**src/pkg/epo_map.svh**
```systemverilog
// Purpose: constants for the energy pulse output stage
// Assumes: core clock of 200 MHz (5 ns period)
// Notes: times kept in their printed units, cycle counts derived from them
`ifndef EPO_MAP_SVH
`define EPO_MAP_SVH

`define EPO_CLK_PERIOD_PS 5000
`define EPO_AVG_LOW_MS 550
`define EPO_CAL_HIGH_MS 180
`define EPO_CAL_HF_HIGH_US 18
// least times round up to whole cycles
`define EPO_AVG_LOW_CYC ((`EPO_AVG_LOW_MS * 64'd1000000000 + `EPO_CLK_PERIOD_PS - 1) / `EPO_CLK_PERIOD_PS)
`define EPO_CAL_HIGH_CYC ((`EPO_CAL_HIGH_MS * 64'd1000000000 + `EPO_CLK_PERIOD_PS - 1) / `EPO_CLK_PERIOD_PS)
`define EPO_CAL_HF_HIGH_CYC ((`EPO_CAL_HF_HIGH_US * 64'd1000000 + `EPO_CLK_PERIOD_PS - 1) / `EPO_CLK_PERIOD_PS)

`endif

```
**src/pkg/epo_pkg.sv**
```systemverilog
// Purpose: types for the energy pulse output stage
// Assumes: nothing
// Notes: rate select codes of the two select inputs
`default_nettype none
package epo_pkg;
  typedef enum logic [1:0] {
    EPO_RATE_0 = 2'b00,
    EPO_RATE_1 = 2'b01,
    EPO_RATE_2 = 2'b10,
    EPO_RATE_3 = 2'b11
  } epo_rate_e;
  typedef logic [31:0] epo_cnt_t;
endpackage
`default_nettype wire

```
**src/hdl/epo_energy_pulse_outputs.sv**
```systemverilog
// Purpose: pulse output stage of an energy meter, two staggered average-power
//   outputs and one calibration output
// Assumes: energy quanta arrive as one-cycle pulses from the conversion logic
// Notes: output frequency comes from the energy accumulator, widths here
`timescale 1ns/1ps
`default_nettype none
`include "epo_map.svh"

module epo_energy_pulse_outputs #(
  parameter int unsigned CNT_W = 32,
  parameter logic [31:0] AVG_LOW_CYC = 32'(`EPO_AVG_LOW_CYC),
  parameter logic [31:0] CAL_HIGH_CYC = 32'(`EPO_CAL_HIGH_CYC),
  parameter logic [31:0] CAL_HF_HIGH_CYC = 32'(`EPO_CAL_HF_HIGH_CYC),
  // energy quanta per average-power pulse for each rate select code
  parameter logic [31:0] AVG_DIV_0 = 32'h0000_0800,
  parameter logic [31:0] AVG_DIV_1 = 32'h0000_0400,
  parameter logic [31:0] AVG_DIV_2 = 32'h0000_0200,
  parameter logic [31:0] AVG_DIV_3 = 32'h0000_0100,
  // quanta per calibration pulse, normal and high-frequency selection
  parameter logic [31:0] CAL_DIV_NORM = 32'h0000_0010,
  parameter logic [31:0] CAL_DIV_HF = 32'h0000_0001
) (
  // clock and reset
  input wire logic core_clk_i,
  input wire logic rst_n_i,
  // energy quanta
  input wire logic inst_quantum_i,
  input wire logic avg_quantum_i,
  // selects
  input wire logic rate_select_hi_i,
  input wire logic rate_select_lo_i,
  input wire logic calib_rate_select_i,
  // pulse outputs
  output logic avg_power_pulse_a_n_o,
  output logic avg_power_pulse_b_n_o,
  output logic calib_pulse_out_o
);

  // ---------------------------------------------------------------------------
  // rate decode
  // ---------------------------------------------------------------------------
  wire epo_pkg::epo_rate_e rate_sel = epo_pkg::epo_rate_e'({rate_select_hi_i, rate_select_lo_i});
  wire logic [31:0] avg_div = (rate_sel == epo_pkg::EPO_RATE_0) ? AVG_DIV_0 :
                              (rate_sel == epo_pkg::EPO_RATE_1) ? AVG_DIV_1 :
                              (rate_sel == epo_pkg::EPO_RATE_2) ? AVG_DIV_2 : AVG_DIV_3;
  wire logic [31:0] cal_div = calib_rate_select_i ? CAL_DIV_HF : CAL_DIV_NORM;
  wire logic [31:0] cal_width = calib_rate_select_i ? CAL_HF_HIGH_CYC : CAL_HIGH_CYC;

  // ---------------------------------------------------------------------------
  // quantum accumulators
  // ---------------------------------------------------------------------------
  logic [31:0] avg_acc_q;
  logic [31:0] cal_acc_q;
  // half-period events alternate between output a and output b
  wire logic avg_half = avg_quantum_i && (avg_acc_q + 32'h1 >= (avg_div >> 1));
  wire logic cal_evt = inst_quantum_i && (cal_acc_q + 32'h1 >= cal_div);

  always_ff @(posedge core_clk_i or negedge rst_n_i) begin
    if (!rst_n_i) begin
      avg_acc_q <= 32'h0;
      cal_acc_q <= 32'h0;
    end else begin
      if (avg_quantum_i) avg_acc_q <= avg_half ? 32'h0 : avg_acc_q + 32'h1;
      if (inst_quantum_i) cal_acc_q <= cal_evt ? 32'h0 : cal_acc_q + 32'h1;
    end
  end

  // ---------------------------------------------------------------------------
  // period measurement for width shrinking
  // ---------------------------------------------------------------------------
  logic [31:0] avg_gap_q;
  logic [31:0] avg_last_q;
  logic [31:0] cal_gap_q;
  logic [31:0] cal_last_q;
  logic turn_b_q;
  // spacing counts only after a first event, so time since reset never passes for a period
  wire logic avg_gap_hold = avg_gap_q == 32'h0 || avg_gap_q == 32'hffff_ffff;
  wire logic cal_gap_hold = cal_gap_q == 32'h0 || cal_gap_q == 32'hffff_ffff;
  // half the last spacing, never below one cycle
  wire logic [31:0] avg_fit = (avg_last_q < 32'h2) ? 32'h1 : (avg_last_q >> 1);
  wire logic [31:0] cal_fit = (cal_last_q < 32'h2) ? 32'h1 : (cal_last_q >> 1);
  // a pulse may take at most half of the last measured spacing
  wire logic [31:0] avg_width = (avg_last_q != 32'h0 && avg_fit < AVG_LOW_CYC) ?
                                avg_fit : AVG_LOW_CYC;
  wire logic [31:0] cal_eff = (cal_last_q != 32'h0 && cal_fit < cal_width) ?
                              cal_fit : cal_width;

  always_ff @(posedge core_clk_i or negedge rst_n_i) begin
    if (!rst_n_i) begin
      avg_gap_q <= 32'h0;
      avg_last_q <= 32'h0;
      cal_gap_q <= 32'h0;
      cal_last_q <= 32'h0;
      turn_b_q <= 1'b0;
    end else begin
      avg_gap_q <= avg_half ? 32'h1 : (avg_gap_hold ? avg_gap_q : avg_gap_q + 32'h1);
      cal_gap_q <= cal_evt ? 32'h1 : (cal_gap_hold ? cal_gap_q : cal_gap_q + 32'h1);
      if (avg_half) begin
        avg_last_q <= avg_gap_q;
        turn_b_q <= !turn_b_q;
      end
      if (cal_evt) cal_last_q <= cal_gap_q;
    end
  end

  // ---------------------------------------------------------------------------
  // pulse width timers
  // ---------------------------------------------------------------------------
  logic [31:0] a_cnt_q;
  logic [31:0] b_cnt_q;
  logic [31:0] c_cnt_q;
  wire logic start_a = avg_half && !turn_b_q;
  wire logic start_b = avg_half && turn_b_q;

  always_ff @(posedge core_clk_i or negedge rst_n_i) begin
    if (!rst_n_i) begin
      a_cnt_q <= 32'h0;
      b_cnt_q <= 32'h0;
      c_cnt_q <= 32'h0;
      avg_power_pulse_a_n_o <= 1'b1;
      avg_power_pulse_b_n_o <= 1'b1;
      calib_pulse_out_o <= 1'b0;
    end else begin
      if (start_a) begin
        a_cnt_q <= avg_width - 32'h1;
        avg_power_pulse_a_n_o <= 1'b0;
      end else if (a_cnt_q != 32'h0) begin
        a_cnt_q <= a_cnt_q - 32'h1;
      end else begin
        avg_power_pulse_a_n_o <= 1'b1;
      end
      if (start_b) begin
        b_cnt_q <= avg_width - 32'h1;
        avg_power_pulse_b_n_o <= 1'b0;
      end else if (b_cnt_q != 32'h0) begin
        b_cnt_q <= b_cnt_q - 32'h1;
      end else begin
        avg_power_pulse_b_n_o <= 1'b1;
      end
      if (cal_evt) begin
        c_cnt_q <= cal_eff - 32'h1;
        calib_pulse_out_o <= 1'b1;
      end else if (c_cnt_q != 32'h0) begin
        c_cnt_q <= c_cnt_q - 32'h1;
      end else begin
        calib_pulse_out_o <= 1'b0;
      end
    end
  end

  // ---------------------------------------------------------------------------
  // check helpers
  // ---------------------------------------------------------------------------
  // width loaded at each launch and active cycles counted since that launch
  logic [31:0] a_load_q;
  logic [31:0] a_run_q;
  logic [31:0] b_load_q;
  logic [31:0] b_run_q;
  logic [31:0] c_load_q;
  logic [31:0] c_run_q;
  logic last_a_q;

  always_ff @(posedge core_clk_i or negedge rst_n_i) begin
    if (!rst_n_i) begin
      a_load_q <= 32'h0;
      a_run_q <= 32'h0;
      b_load_q <= 32'h0;
      b_run_q <= 32'h0;
      c_load_q <= 32'h0;
      c_run_q <= 32'h0;
      last_a_q <= 1'b0;
    end else begin
      if (start_a) a_load_q <= avg_width;
      if (start_b) b_load_q <= avg_width;
      if (cal_evt) c_load_q <= cal_eff;
      a_run_q <= start_a ? 32'h0 : (avg_power_pulse_a_n_o ? a_run_q : a_run_q + 32'h1);
      b_run_q <= start_b ? 32'h0 : (avg_power_pulse_b_n_o ? b_run_q : b_run_q + 32'h1);
      c_run_q <= cal_evt ? 32'h0 : (calib_pulse_out_o ? c_run_q + 32'h1 : c_run_q);
      if (start_a || start_b) last_a_q <= start_a;
    end
  end
endmodule
`default_nettype wire

```
**config.mk**
```make
export PLATFORM = sky130hd
export DESIGN_NAME = epo_energy_pulse_outputs
export DESIGN_NICKNAME = d
export VERILOG_FILES = /design/src/pkg/epo_pkg.sv /design/src/hdl/epo_energy_pulse_outputs.sv
export VERILOG_INCLUDE_DIRS = /design/src /design/src/pkg
export SDC_FILE = /design/constraint.sdc
export NUM_CORES = 1
export LEC_CHECK = 0
export ABC_AREA = 1
export BUFFER_PORTS_ARGS = -buffer_cell sky130_fd_sc_hd__buf_2
export CORE_ASPECT_RATIO = 1.4
export CORE_UTILIZATION = 50
export CTS_BUF_LIST = sky130_fd_sc_hd__clkbuf_8
export CTS_CLUSTER_DIAMETER = 50
export DETAILED_ROUTE_END_ITERATION = 12
export PLACE_DENSITY = 0.61
export SYNTH_ARGS = -nofsm -noshare
export SYNTH_HDL_FRONTEND = slang
export SYNTH_SLANG_ARGS = --single-unit
```
**constraint.sdc**
```tcl
create_clock -name core_clk_i -period 5.5 [get_ports core_clk_i]
set_input_delay 0.55 -clock core_clk_i [delete_from_list [all_inputs] [get_ports core_clk_i]]
set_output_delay 0.55 -clock core_clk_i [all_outputs]
set_load 0.01 [all_outputs]
```
==> impl_metrics.json, run 1 <==
{
  "dieArea_um2": 38800,
  "hpwl_mm": 41.3,
  "critPathKind": "flip-flop to flip-flop",
  "clock_latency_ns": 0.63,
  "final.setup.worst_slack_ns": 1.26,
  "min_path_cells": 2,
  "grt_util_all_layers_pct": 28.6,
  "die_h_um": 233,
  "cts.sinks": 292,
  "ys.flop_type": "dfrtp_1",
  "post-route-min-period_ns": 4.24,
  "wl_mm": 54.3,
  "tightest_slew_ns": 0.865,
  "cts_tree": "built",
  "yosysSeqAreaShare_pct": 38.5,
  "cpPeakStageDelay_ns": 0.46,
  "rsz0062_at_grt": "false",
  "route.detailed.drc": 0,
  "ys_ff_latch": 292,
  "grt.overflow.total": 0,
  "syn_inst": 2693,
  "place_congestion": 1.02,
  "firstDrtPassIters": 6,
  "place_inst": 3117,
  "drive_gt1_share_pct": 9.02,
  "cts_htree_levels": 2,
  "cts_hold_buf": 1,
  "synth.distinct_cells": 53,
  "nNetsFinal": 2732,
  "final-hold-violation-count": 0,
  "worstPathRequired_ns": 6.01,
  "coreArea_um2": 37500,
  "maxCapViolations": 0,
  "worst_path_most_repeated_cell": "nand2_1",
  "final_cell_mix": "nand2_1 (640), nor2_1 (388), inv_1 (363), dfrtp_1 (290), nand3_1 (160)",
  "synthTopCellsByArea": "dfrtp_1 (38%), nand2_1 (13%), nor2_1 (7.7%), inv_1 (7.0%), xor2_1 (4.8%)",
  "clock_skew_ns": 0.0227,
  "cts_made_buffers": 51,
  "r2r_cells": 25,
  "die-width_um": 167,
  "grt_antenna_before_repair": 0,
  "grt_pass1_vias": 17417,
  "synth_edf_count": 0,
  "ir_worst_vdd_v": 0.000273,
  "core.rowCount": 84,
  "crit_family": "simple AND/OR/NAND/NOR gates",
  "clkTransAtPathRegs_ns": 0.06,
  "crit_cells": 25,
  "portBuffers": 9,
  "final_common_cell": "nand2_1",
  "crit_arrival_ns": 4.75,
  "clockBufferDepth": 3,
  "grt_max_degree": 111,
  "slew_viol_final": 0,
  "wl_per_cell_um": 16.9,
  "max_freq_mhz": 236,
  "p_per_area_nw_per_um2": 440,
  "final_antenna_net_count": 0,
  "ys_async_sr_fraction_pct": 100,
  "syn-cell-area_um2": 19000,
  "vias": 17297,
  "synth_nets": 2727,
  "synth_top_cell_by_area": "dfrtp_1",
  "drt-vias-per-instance": 5.39,
  "post_cts_resized": 0,
  "cp_slowest_cell": "dfrtp_1",
  "n_antenna_cell": 0,
  "cp_max_fo": 33,
  "dpl_worst_slack_ns": 1.28,
  "syn_area_per_cell_um2": 7.06,
  "area_delta_synth_final_pct": 8.31,
  "hold_path.class": "input port to flip-flop",
  "p_leak_nw": 9.90,
  "slew_headroom_pct": 41.7,
  "fin_cells": 3212,
  "yosysTopAreaCellShare_pct": 38.2,
  "cp_num_buf_inv": 4,
  "setup_viol": 0,
  "clockRootBuffer": "clkbuf_8",
  "initial_core_util_pct": 50.7,
  "period_share_pct": 77.1,
  "setup_tns_ns": 0,
  "yosys_warnings": 0,
  "first_iter_violations": 1028,
  "io-pin-count": 10,
  "status": "finished, final reports clean",
  "final_core_util_pct": 54.9,
  "cp-start-kind": "flip-flop",
  "post-cts-setup-buffer-count": 0,
  "crit_path_end_kind": "flip-flop",
  "grt_pass1_wl_mm": 88.3
}
metal layers:
metal	GRT usage, %	vias up	share of wire, %
met5	0	-	0
met4	18.9	0	6.5
met3	3.01	165	2.9
met2	53.6	369	52
met1	30.5	8075	39
li1	-	8688	-
final timing paths:
| path | startpoint | end | slack, ns |
|---|---|---|---|
| setup reg to reg | cal_acc_q[0] | c_cnt_q[30] | 1.26 |
| hold / removal | avg_quantum_i | avg_acc_q[12] | 0.46 |
| hold reg to reg | avg_power_pulse_b_n_o | avg_power_pulse_b_n_o | 0.49 |
| min in group asynchronous | rst_n_i | avg_acc_q[19] | 0.48 |
| max in group asynchronous | rst_n_i | a_cnt_q[2] | 3.75 |
| setup / recovery | cal_acc_q[0] | c_cnt_q[30] | 1.26 |
state kept, by name, indices dropped and copies added (netlist names):
signal,cells
turn_b_q,1
avg_gap_q,32
c_cnt_q,32
avg_power_pulse_b_n_o,1
b_cnt_q,32
avg_acc_q,32
avg_power_pulse_a_n_o,1
cal_gap_q,32
cal_last_q,32
cal_acc_q,32
calib_pulse_out_o,1
a_cnt_q,32
avg_last_q,32
where the power goes:
group	internal (mW)	switching (mW)
combinational	1.18	2.75
clock	1.28	0.965
sequential	2.54	0.356
total	5.00	4.07
stage by stage:
step / hold WS, ns / area, um^2 / power [mW]
5_1_grt: 0.475 / 20600 / 9.76
6_report: 0.459 / 20600 / 9.07
3_3_place_gp: 0.465 / 19400 / 6.79
4_1_cts: 0.425 / 20600 / 9.11
3_5_place_dp: 0.470 / 19400 / 6.81
2_1_floorplan: 0.254 / 19000 / 5.67
worst reg2reg max path: stages (launching register included):
cell	delay (ns)
dfrtp_1	0.46
ha_1	0.26
inv_1	0.15
nor2_4	0.19
nand2_4	0.09
nor2_8	0.16
nand3_2	0.09
xor2_1	0.15
nand3_1	0.11
nor2_2	0.06
nand3_4	0.32
nand2_4	0.10
inv_2	0.08
buf_4	0.35
o21ai_1	0.14
inv_1	0.16
ha_1	0.22
nand3_2	0.12
nor2_2	0.16
nand2_1	0.16
nor2_4	0.21
nand2_2	0.10
nor2_2	0.11
nand2_1	0.06
nand2_1	0.05
nand2_1	0.05
cells in the mapped netlist (5+ instances only):
| library cell | count |
|---|---|
| dfrtp_1 | 290 |
| inv_2 | 20 |
| inv_1 | 353 |
| buf_2 | 18 |
| nand2_4 | 7 |
| xnor2_1 | 21 |
| o22ai_1 | 7 |
| nand3_1 | 160 |
| nor4_1 | 51 |
| nand3_2 | 20 |
| buf_6 | 5 |
| xor2_1 | 104 |
| nand2_1 | 641 |
| a21oi_1 | 45 |
| nor2_4 | 18 |
| nand4_1 | 100 |
| o21ai_1 | 5 |
| buf_4 | 7 |
| nand2_2 | 28 |
| nor2_2 | 28 |
| clkbuf_1 | 35 |
| o21ai_0 | 155 |
| ha_1 | 27 |
| nor3b_1 | 5 |
| buf_1 | 5 |
| nand3b_1 | 10 |
| nor2_1 | 388 |
| a211oi_1 | 7 |
| nor3_1 | 86 |
cell type report:
| class | instances | area [um^2] |
|---|---|---|
| fillers | 3719 | 16900 |
| multi-input cells | 1958 | 9950 |
| flip-flops and latches | 292 | 7310 |
| inverters | 373 | 1400 |
| clock buffers | 67 | 922 |
| well taps | 473 | 592 |
| clock inverters | 27 | 245 |
| repair buffers | 22 | 168 |
kinds of logic after synthesis:
logic type,count (synthesis),share of synthesized area [%]
AO/OA/AOI/OAI,241,6.83
XOR/XNOR,125,5.76
adder cells (fa/ha/maj),27,1.78
buffers and inverters,443,9.20
flip-flops,292,38.5
AND/OR/NAND/NOR,1565,38.0
Power figures use the tool's default switching activity.
==> inputs of run 2 (changes only) <==
--- a/config.mk
+++ b/config.mk
@@ -13,7 +13,7 @@
 export CTS_BUF_LIST = sky130_fd_sc_hd__clkbuf_8
 export CTS_CLUSTER_DIAMETER = 50
 export DETAILED_ROUTE_END_ITERATION = 12
-export PLACE_DENSITY = 0.61
+export PLACE_DENSITY = 0.64
 export SYNTH_ARGS = -nofsm -noshare
 export SYNTH_HDL_FRONTEND = slang
 export SYNTH_SLANG_ARGS = --single-unit
==> constraint.sdc (replaced) <==
create_clock -name core_clk_i -period 3.4 [get_ports core_clk_i]
set_input_delay 0.34 -clock core_clk_i [delete_from_list [all_inputs] [get_ports core_clk_i]]
set_output_delay 0.34 -clock core_clk_i [all_outputs]
set_load 0.01 [all_outputs]
==> run 2 against run 1 <==
Effect of this change:
- die area is the same
- critical path depth stayed put
- final area rose by 4.7%
- via count rose by 3.0%
- highest routed layer unchanged
- power up 65%
- register-to-register slack worse by 1.2 ns
- global-route usage fell by 0.15 points
- fmax increased by 28%
- count of clock-buffer cells in the layout fell by 6
==> impl_metrics.json, run 2 (synthesis results as in run 1) <==
{
  "status": "finished, final reports clean",
  "cp_num_buf_inv": 5,
  "crit_path_end_kind": "flip-flop",
  "hpwl_mm": 42.0,
  "grt_antenna_before_repair": 2,
  "min_path_cells": 4,
  "p_leak_nw": 10.4,
  "wl_mm": 55.0,
  "swShare_pct": 44.8,
  "combinationalPowerShare_pct": 47.2,
  "drive_gt1_share_pct": 13.5,
  "p_int_mw": 8.25,
  "die-width_um": 167,
  "rsz0062_at_grt": "true",
  "clkTransAtPathRegs_ns": 0.06,
  "min_to": "a_cnt_q[14]",
  "dpl_worst_slack_ns": -0.0199,
  "power_frac_clock_pct": 21.6,
  "cp-start-kind": "flip-flop",
  "nNetsFinal": 2828,
  "area_delta_synth_final_pct": 13.4,
  "place_congestion": 0.953,
  "hold_path.class": "input port to flip-flop",
  "cp_slowest_cell": "dfrtp_1",
  "maxCapViolations": 0,
  "cts_made_buffers": 50,
  "fillers": 3658,
  "p_switching_mw": 6.71,
  "period_share_pct": 97.5,
  "clockRootBuffer": "clkbuf_8",
  "grt_max_degree": 79,
  "slew_headroom_pct": 47.3,
  "grt_util_all_layers_pct": 28.5,
  "cts_tree": "built",
  "ir_worst_vdd_v": 0.000550,
  "r2r_cells": 25,
  "final.setup.worst_slack_ns": 0.0844,
  "grt_pass1_wl_mm": 88.2,
  "crit_arrival_ns": 3.84,
  "crit_family": "simple AND/OR/NAND/NOR gates",
  "route.detailed.drc": 0,
  "clock_latency_ns": 0.63,
  "r2r_start": "cal_acc_q[0]",
  "portBuffers": 9,
  "final_cell_mix": "nand2_1 (630), nor2_1 (377), inv_1 (369), dfrtp_1 (287), o21ai_0 (154)",
  "tightest_slew_ns": 0.785,
  "firstDrtPassIters": 5,
  "grt_pass1_vias": 17712,
  "initial_core_util_pct": 50.7,
  "die_h_um": 233,
  "worstHoldStart": "avg_quantum_i",
  "core.rowCount": 84,
  "wl_per_cell_um": 16.6,
  "final-hold-violation-count": 0,
  "cts_htree_levels": 2,
  "worstPathRequired_ns": 3.92,
  "p_per_area_nw_per_um2": 694,
  "post-route-min-period_ns": 3.32,
  "grt.overflow.total": 0,
  "critPathKind": "flip-flop to flip-flop",
  "cp_max_fo": 6,
  "final_common_cell": "nand2_1",
  "r2r_end": "c_cnt_q[30]",
  "setup_viol": 0,
  "worst_path_most_repeated_cell": "nor2_4",
  "slew_viol_final": 0,
  "max_freq_mhz": 302,
  "dieArea_um2": 38800,
  "seqPwrFrac_pct": 31.2,
  "hold_slack_ns": 0.257,
  "drt-vias-per-instance": 5.38,
  "coreArea_um2": 37500,
  "io-pin-count": 10,
  "clock_skew_ns": 0.0291,
  "cpPeakStageDelay_ns": 0.39,
  "cts.sinks": 292,
  "clockBufferDepth": 3,
  "r2r_slack_ns": 0.08,
  "first_iter_violations": 1172,
  "vias": 17818,
  "final_antenna_net_count": 0
}
-- run 2: through the flow --
stage / area [um^2] / instances / setup TNS [ns] / utilization, % / total power [mW]
2_1_floorplan: 19000 / 2693 / 0 / - / 9.17
3_3_place_gp: 20100 / 3197 / 0 / 53.5 / 11.4
3_5_place_dp: 20100 / 3197 / -0.0363 / 53.5 / 11.5
4_1_cts: 21100 / 3290 / -0.00634 / 56.2 / 14.8
5_1_grt: 21600 / 3309 / -0.764 / 57.5 / 16.1
6_report: 21600 / 3309 / 0 / 57.5 / 15.0
-- run 2: worst max path at each step --
stage                   to         start  cells past startpoint  slack (ns)
2_1_floorplan  c_cnt_q[30]  cal_acc_q[0]                     26        0.14
3_3_place_gp   c_cnt_q[28]  cal_acc_q[0]                     25        0.02
3_5_place_dp   c_cnt_q[16]  cal_acc_q[0]                     24       -0.02
4_1_cts        c_cnt_q[26]  cal_acc_q[0]                     25      -0.006
5_1_grt        c_cnt_q[30]  cal_acc_q[8]                     25       -0.13
6_report       c_cnt_q[30]  cal_acc_q[0]                     25        0.08
-- run 2: final cells by class --
cell class              count  area [um^2]  share of cell area, %
repair buffers            118          971                   4.50
multi-input cells        1959        10300                   47.6
diodes                      2         5.00                 0.0232
inverters                 373         1410                   6.55
well taps                 473          592                   2.75
clock buffers              61          840                   3.89
clock inverters            31          165                  0.766
flip-flops and latches    292         7310                   33.9
-- run 2: what timing repair did --
action,in CTS,in global routing
buffers inserted,0,15
pin swaps,0,31
cloned,0,2
gates resized for setup,2,83
endpoints found under the hold margin,72,0
hold buffers,1,0
setup endpoints to repair,2,94
-- run 2: power by group through the flow --
stage | clock network (mW) | logic, mW | registers [mW]
floorplan | 0 | 4.61 | 4.56
global placement | 0 | 6.74 | 4.69
detailed placement | 0 | 6.78 | 4.70
CTS | 3.34 | 6.83 | 4.65
global route | 3.46 | 7.90 | 4.74
finish | 3.23 | 7.06 | 4.67
-- run 2: per-layer routing --
metal	GRT usage [%]	share of wire [%]	up-vias
li1	-	-	8879
met1	30.3	38	8395
met2	54.4	53	381
met3	2.96	3.0	163
met4	16.4	5.5	0
met5	0	0	-
-- run 2: tightest hold or removal path, stage by stage --
cell	delay, ns
buf_2	0.17
nand3_4	0.16
o21ai_0	0.10
inv_1	0.05
==> inputs of run 3 (changes only) <==
--- a/config.mk
+++ b/config.mk
@@ -8,12 +8,14 @@
 export LEC_CHECK = 0
 export ABC_AREA = 1
 export BUFFER_PORTS_ARGS = -buffer_cell sky130_fd_sc_hd__buf_2
+export CELL_PAD_IN_SITES_DETAIL_PLACEMENT = 0
+export CELL_PAD_IN_SITES_GLOBAL_PLACEMENT = 1
 export CORE_ASPECT_RATIO = 1.4
-export CORE_UTILIZATION = 50
+export CORE_UTILIZATION = 44
 export CTS_BUF_LIST = sky130_fd_sc_hd__clkbuf_8
 export CTS_CLUSTER_DIAMETER = 50
 export DETAILED_ROUTE_END_ITERATION = 12
-export PLACE_DENSITY = 0.64
+export PLACE_DENSITY = 0.75
 export SYNTH_ARGS = -nofsm -noshare
 export SYNTH_HDL_FRONTEND = slang
 export SYNTH_SLANG_ARGS = --single-unit
==> run 3 against run 2 <==
Effect of this change:
- core utilization shrank 6.5 points
- wire length increased by 2.2%
- sequential power about the same
- worst setup slack improved by 0.14 ns
- power fell by 0.17%
- fmax rose by 4.4%
- global-route usage shrank 2.5 points
- first-iteration DRC count is 24% lower
- clock power up 6%
- cell count up 2.2%
- final area increased by 0.37%
==> impl_metrics.json, run 3 (synthesis results as in run 1) <==
{
  "cts_tree": "built",
  "portBuffers": 9,
  "area_delta_synth_final_pct": 13.8,
  "grt_util_all_layers_pct": 26.0,
  "cp_max_fo": 6,
  "final_common_cell": "nand2_1",
  "initial_core_util_pct": 44.8,
  "maxCapViolations": 0,
  "placed_area_um2": 20200,
  "place_congestion": 0.925,
  "area.sequential_um2": 7310,
  "firstDrtPassIters": 5,
  "nNetsFinal": 2829,
  "final_cell_mix": "nand2_1 (634), nor2_1 (375), inv_1 (362), dfrtp_1 (289), nand3_1 (155)",
  "fillers": 4374,
  "hold_path.class": "input port to async pin",
  "drt-vias-per-instance": 5.23,
  "clkTransAtPathRegs_ns": 0.06,
  "clockBufferDepth": 3,
  "grtUsageMet3_pct": 2.74,
  "worstPathRequired_ns": 3.97,
  "hold_slack_ns": 0.134,
  "postLayoutCellArea_um2": 21600,
  "vias": 17702,
  "grt_pass1_vias": 17891,
  "grt_busiest_layer": "met2",
  "fin_cells": 3382,
  "max_freq_mhz": 315,
  "die_h_um": 248,
  "io-pin-count": 10,
  "r2r_cells": 24,
  "status": "finished, final reports clean",
  "tightest_slew_ns": 0.755,
  "p_leak_nw": 10.4,
  "coreArea_um2": 42400,
  "clock_latency_ns": 0.64,
  "critPathKind": "flip-flop to flip-flop",
  "grt_use_met1_pct": 27.8,
  "route.detailed.drc": 0,
  "core.rowCount": 89,
  "dieArea_um2": 44000,
  "drive_gt1_share_pct": 13.4,
  "wl_per_cell_um": 16.6,
  "period_share_pct": 93.4,
  "die-width_um": 178,
  "wl_mm": 56.2,
  "ir_worst_vdd_v": 0.000437,
  "grt_max_degree": 113,
  "final_antenna_net_count": 0,
  "clock_skew_ns": 0.0437,
  "grt.overflow.total": 0,
  "hpwl_mm": 43.2,
  "first_iter_violations": 895,
  "cts_made_buffers": 51,
  "grt_pass1_wl_mm": 90.0,
  "crit_arrival_ns": 3.74,
  "place_inst": 3273,
  "final-hold-violation-count": 0,
  "post-route-min-period_ns": 3.17,
  "p_total_mw": 14.9,
  "grt_antenna_before_repair": 1,
  "slew_viol_final": 0,
  "cts_htree_levels": 2,
  "cp-start-kind": "flip-flop",
  "clockRootBuffer": "clkbuf_8",
  "setup_viol": 0,
  "use_met2_pct": 49.5,
  "p_per_area_nw_per_um2": 690,
  "slew_headroom_pct": 49.3,
  "crit_path_end_kind": "flip-flop",
  "multi_input_area_um2": 10200,
  "cts.sinks": 292
}
run 3: cell types whose count changed in the layout (fill, tap and decap cells not counted), sizes merged:
cell      before  now
bufinv         1    2
clkinvlp       3    2
clkbuf        62   66
nand3        183  182
diode          2    1
clkinv         6    9
buf          116  117
inv          394  388
run 3: critical path, stage by stage, from the launching register on:
cell,delay [ns]
dfrtp_1,0.40
buf_4,0.14
nand2_2,0.09
nor2_4,0.13
nand2_2,0.10
inv_2,0.10
nand2_1,0.05
nand2_1,0.10
nand2_1,0.06
nor3_1,0.19
nand3_1,0.15
nor2_4,0.12
nand3_4,0.12
buf_4,0.19
nand3b_1,0.14
nand2_1,0.14
nor2_2,0.18
nand2_2,0.11
inv_2,0.08
nand2_2,0.06
nor2_4,0.15
nand2_1,0.11
nand2_1,0.07
nand2_1,0.05
nor2_1,0.08
run 3: cell type report:
cell class / instances / share of cell area (%)
antenna: 1 / 0.0116
multi-input combinational: 1958 / 47.0
tap: 546 / 3.16
timing repair buffer: 119 / 4.56
inverter: 373 / 6.48
sequential: 292 / 33.8
clock buffer: 65 / 4.13
clock inverter: 28 / 0.850
run 3: worst paths after layout:
kind,start,end,slack [ns]
hold / removal,rst_n_i,avg_acc_q[18],0.13
max in group asynchronous,rst_n_i,cal_acc_q[2],2.41
hold reg to reg,avg_last_q[14],avg_last_q[14],0.48
setup / recovery,cal_acc_q[1],c_cnt_q[29],0.23
setup reg to reg,cal_acc_q[1],c_cnt_q[29],0.23
min in group core_clk_i,avg_quantum_i,turn_b_q,0.17
run 3: per-layer routing:
layer | up-vias | share of wire [%]
li1 | 8888 | -
met1 | 8339 | 39
met2 | 330 | 53
met3 | 145 | 2.8
met4 | 0 | 4.9
met5 | - | 0
run 3: repair_timing:
action,4_1_cts,5_1_grt
pin swaps,0,5
resized for setup,1,62
gates cloned,0,1
endpoints found under the hold margin,291,0
buffers inserted,0,13
hold buffers,1,0
endpoints found under the setup margin,6,162
run 3: where the power goes:
part	switching (mW)	total, mW	internal (mW)
Combinational	4.49	6.85	2.36
Clock	1.55	3.42	1.87
Sequential	0.554	4.66	4.11
Total	6.60	14.9	8.34
run 3: metrics by stage:
step                      utilization [%]  setup WS [ns]  setup TNS, ns
after floorplan                         -          0.139              0
after global placement               47.6        -0.0805         -0.226
after detailed placement             47.6        -0.0674         -0.211
after CTS                            50.2         0.0146              0
after global routing                 51.0        -0.0249        -0.0814
final                                51.0          0.225              0
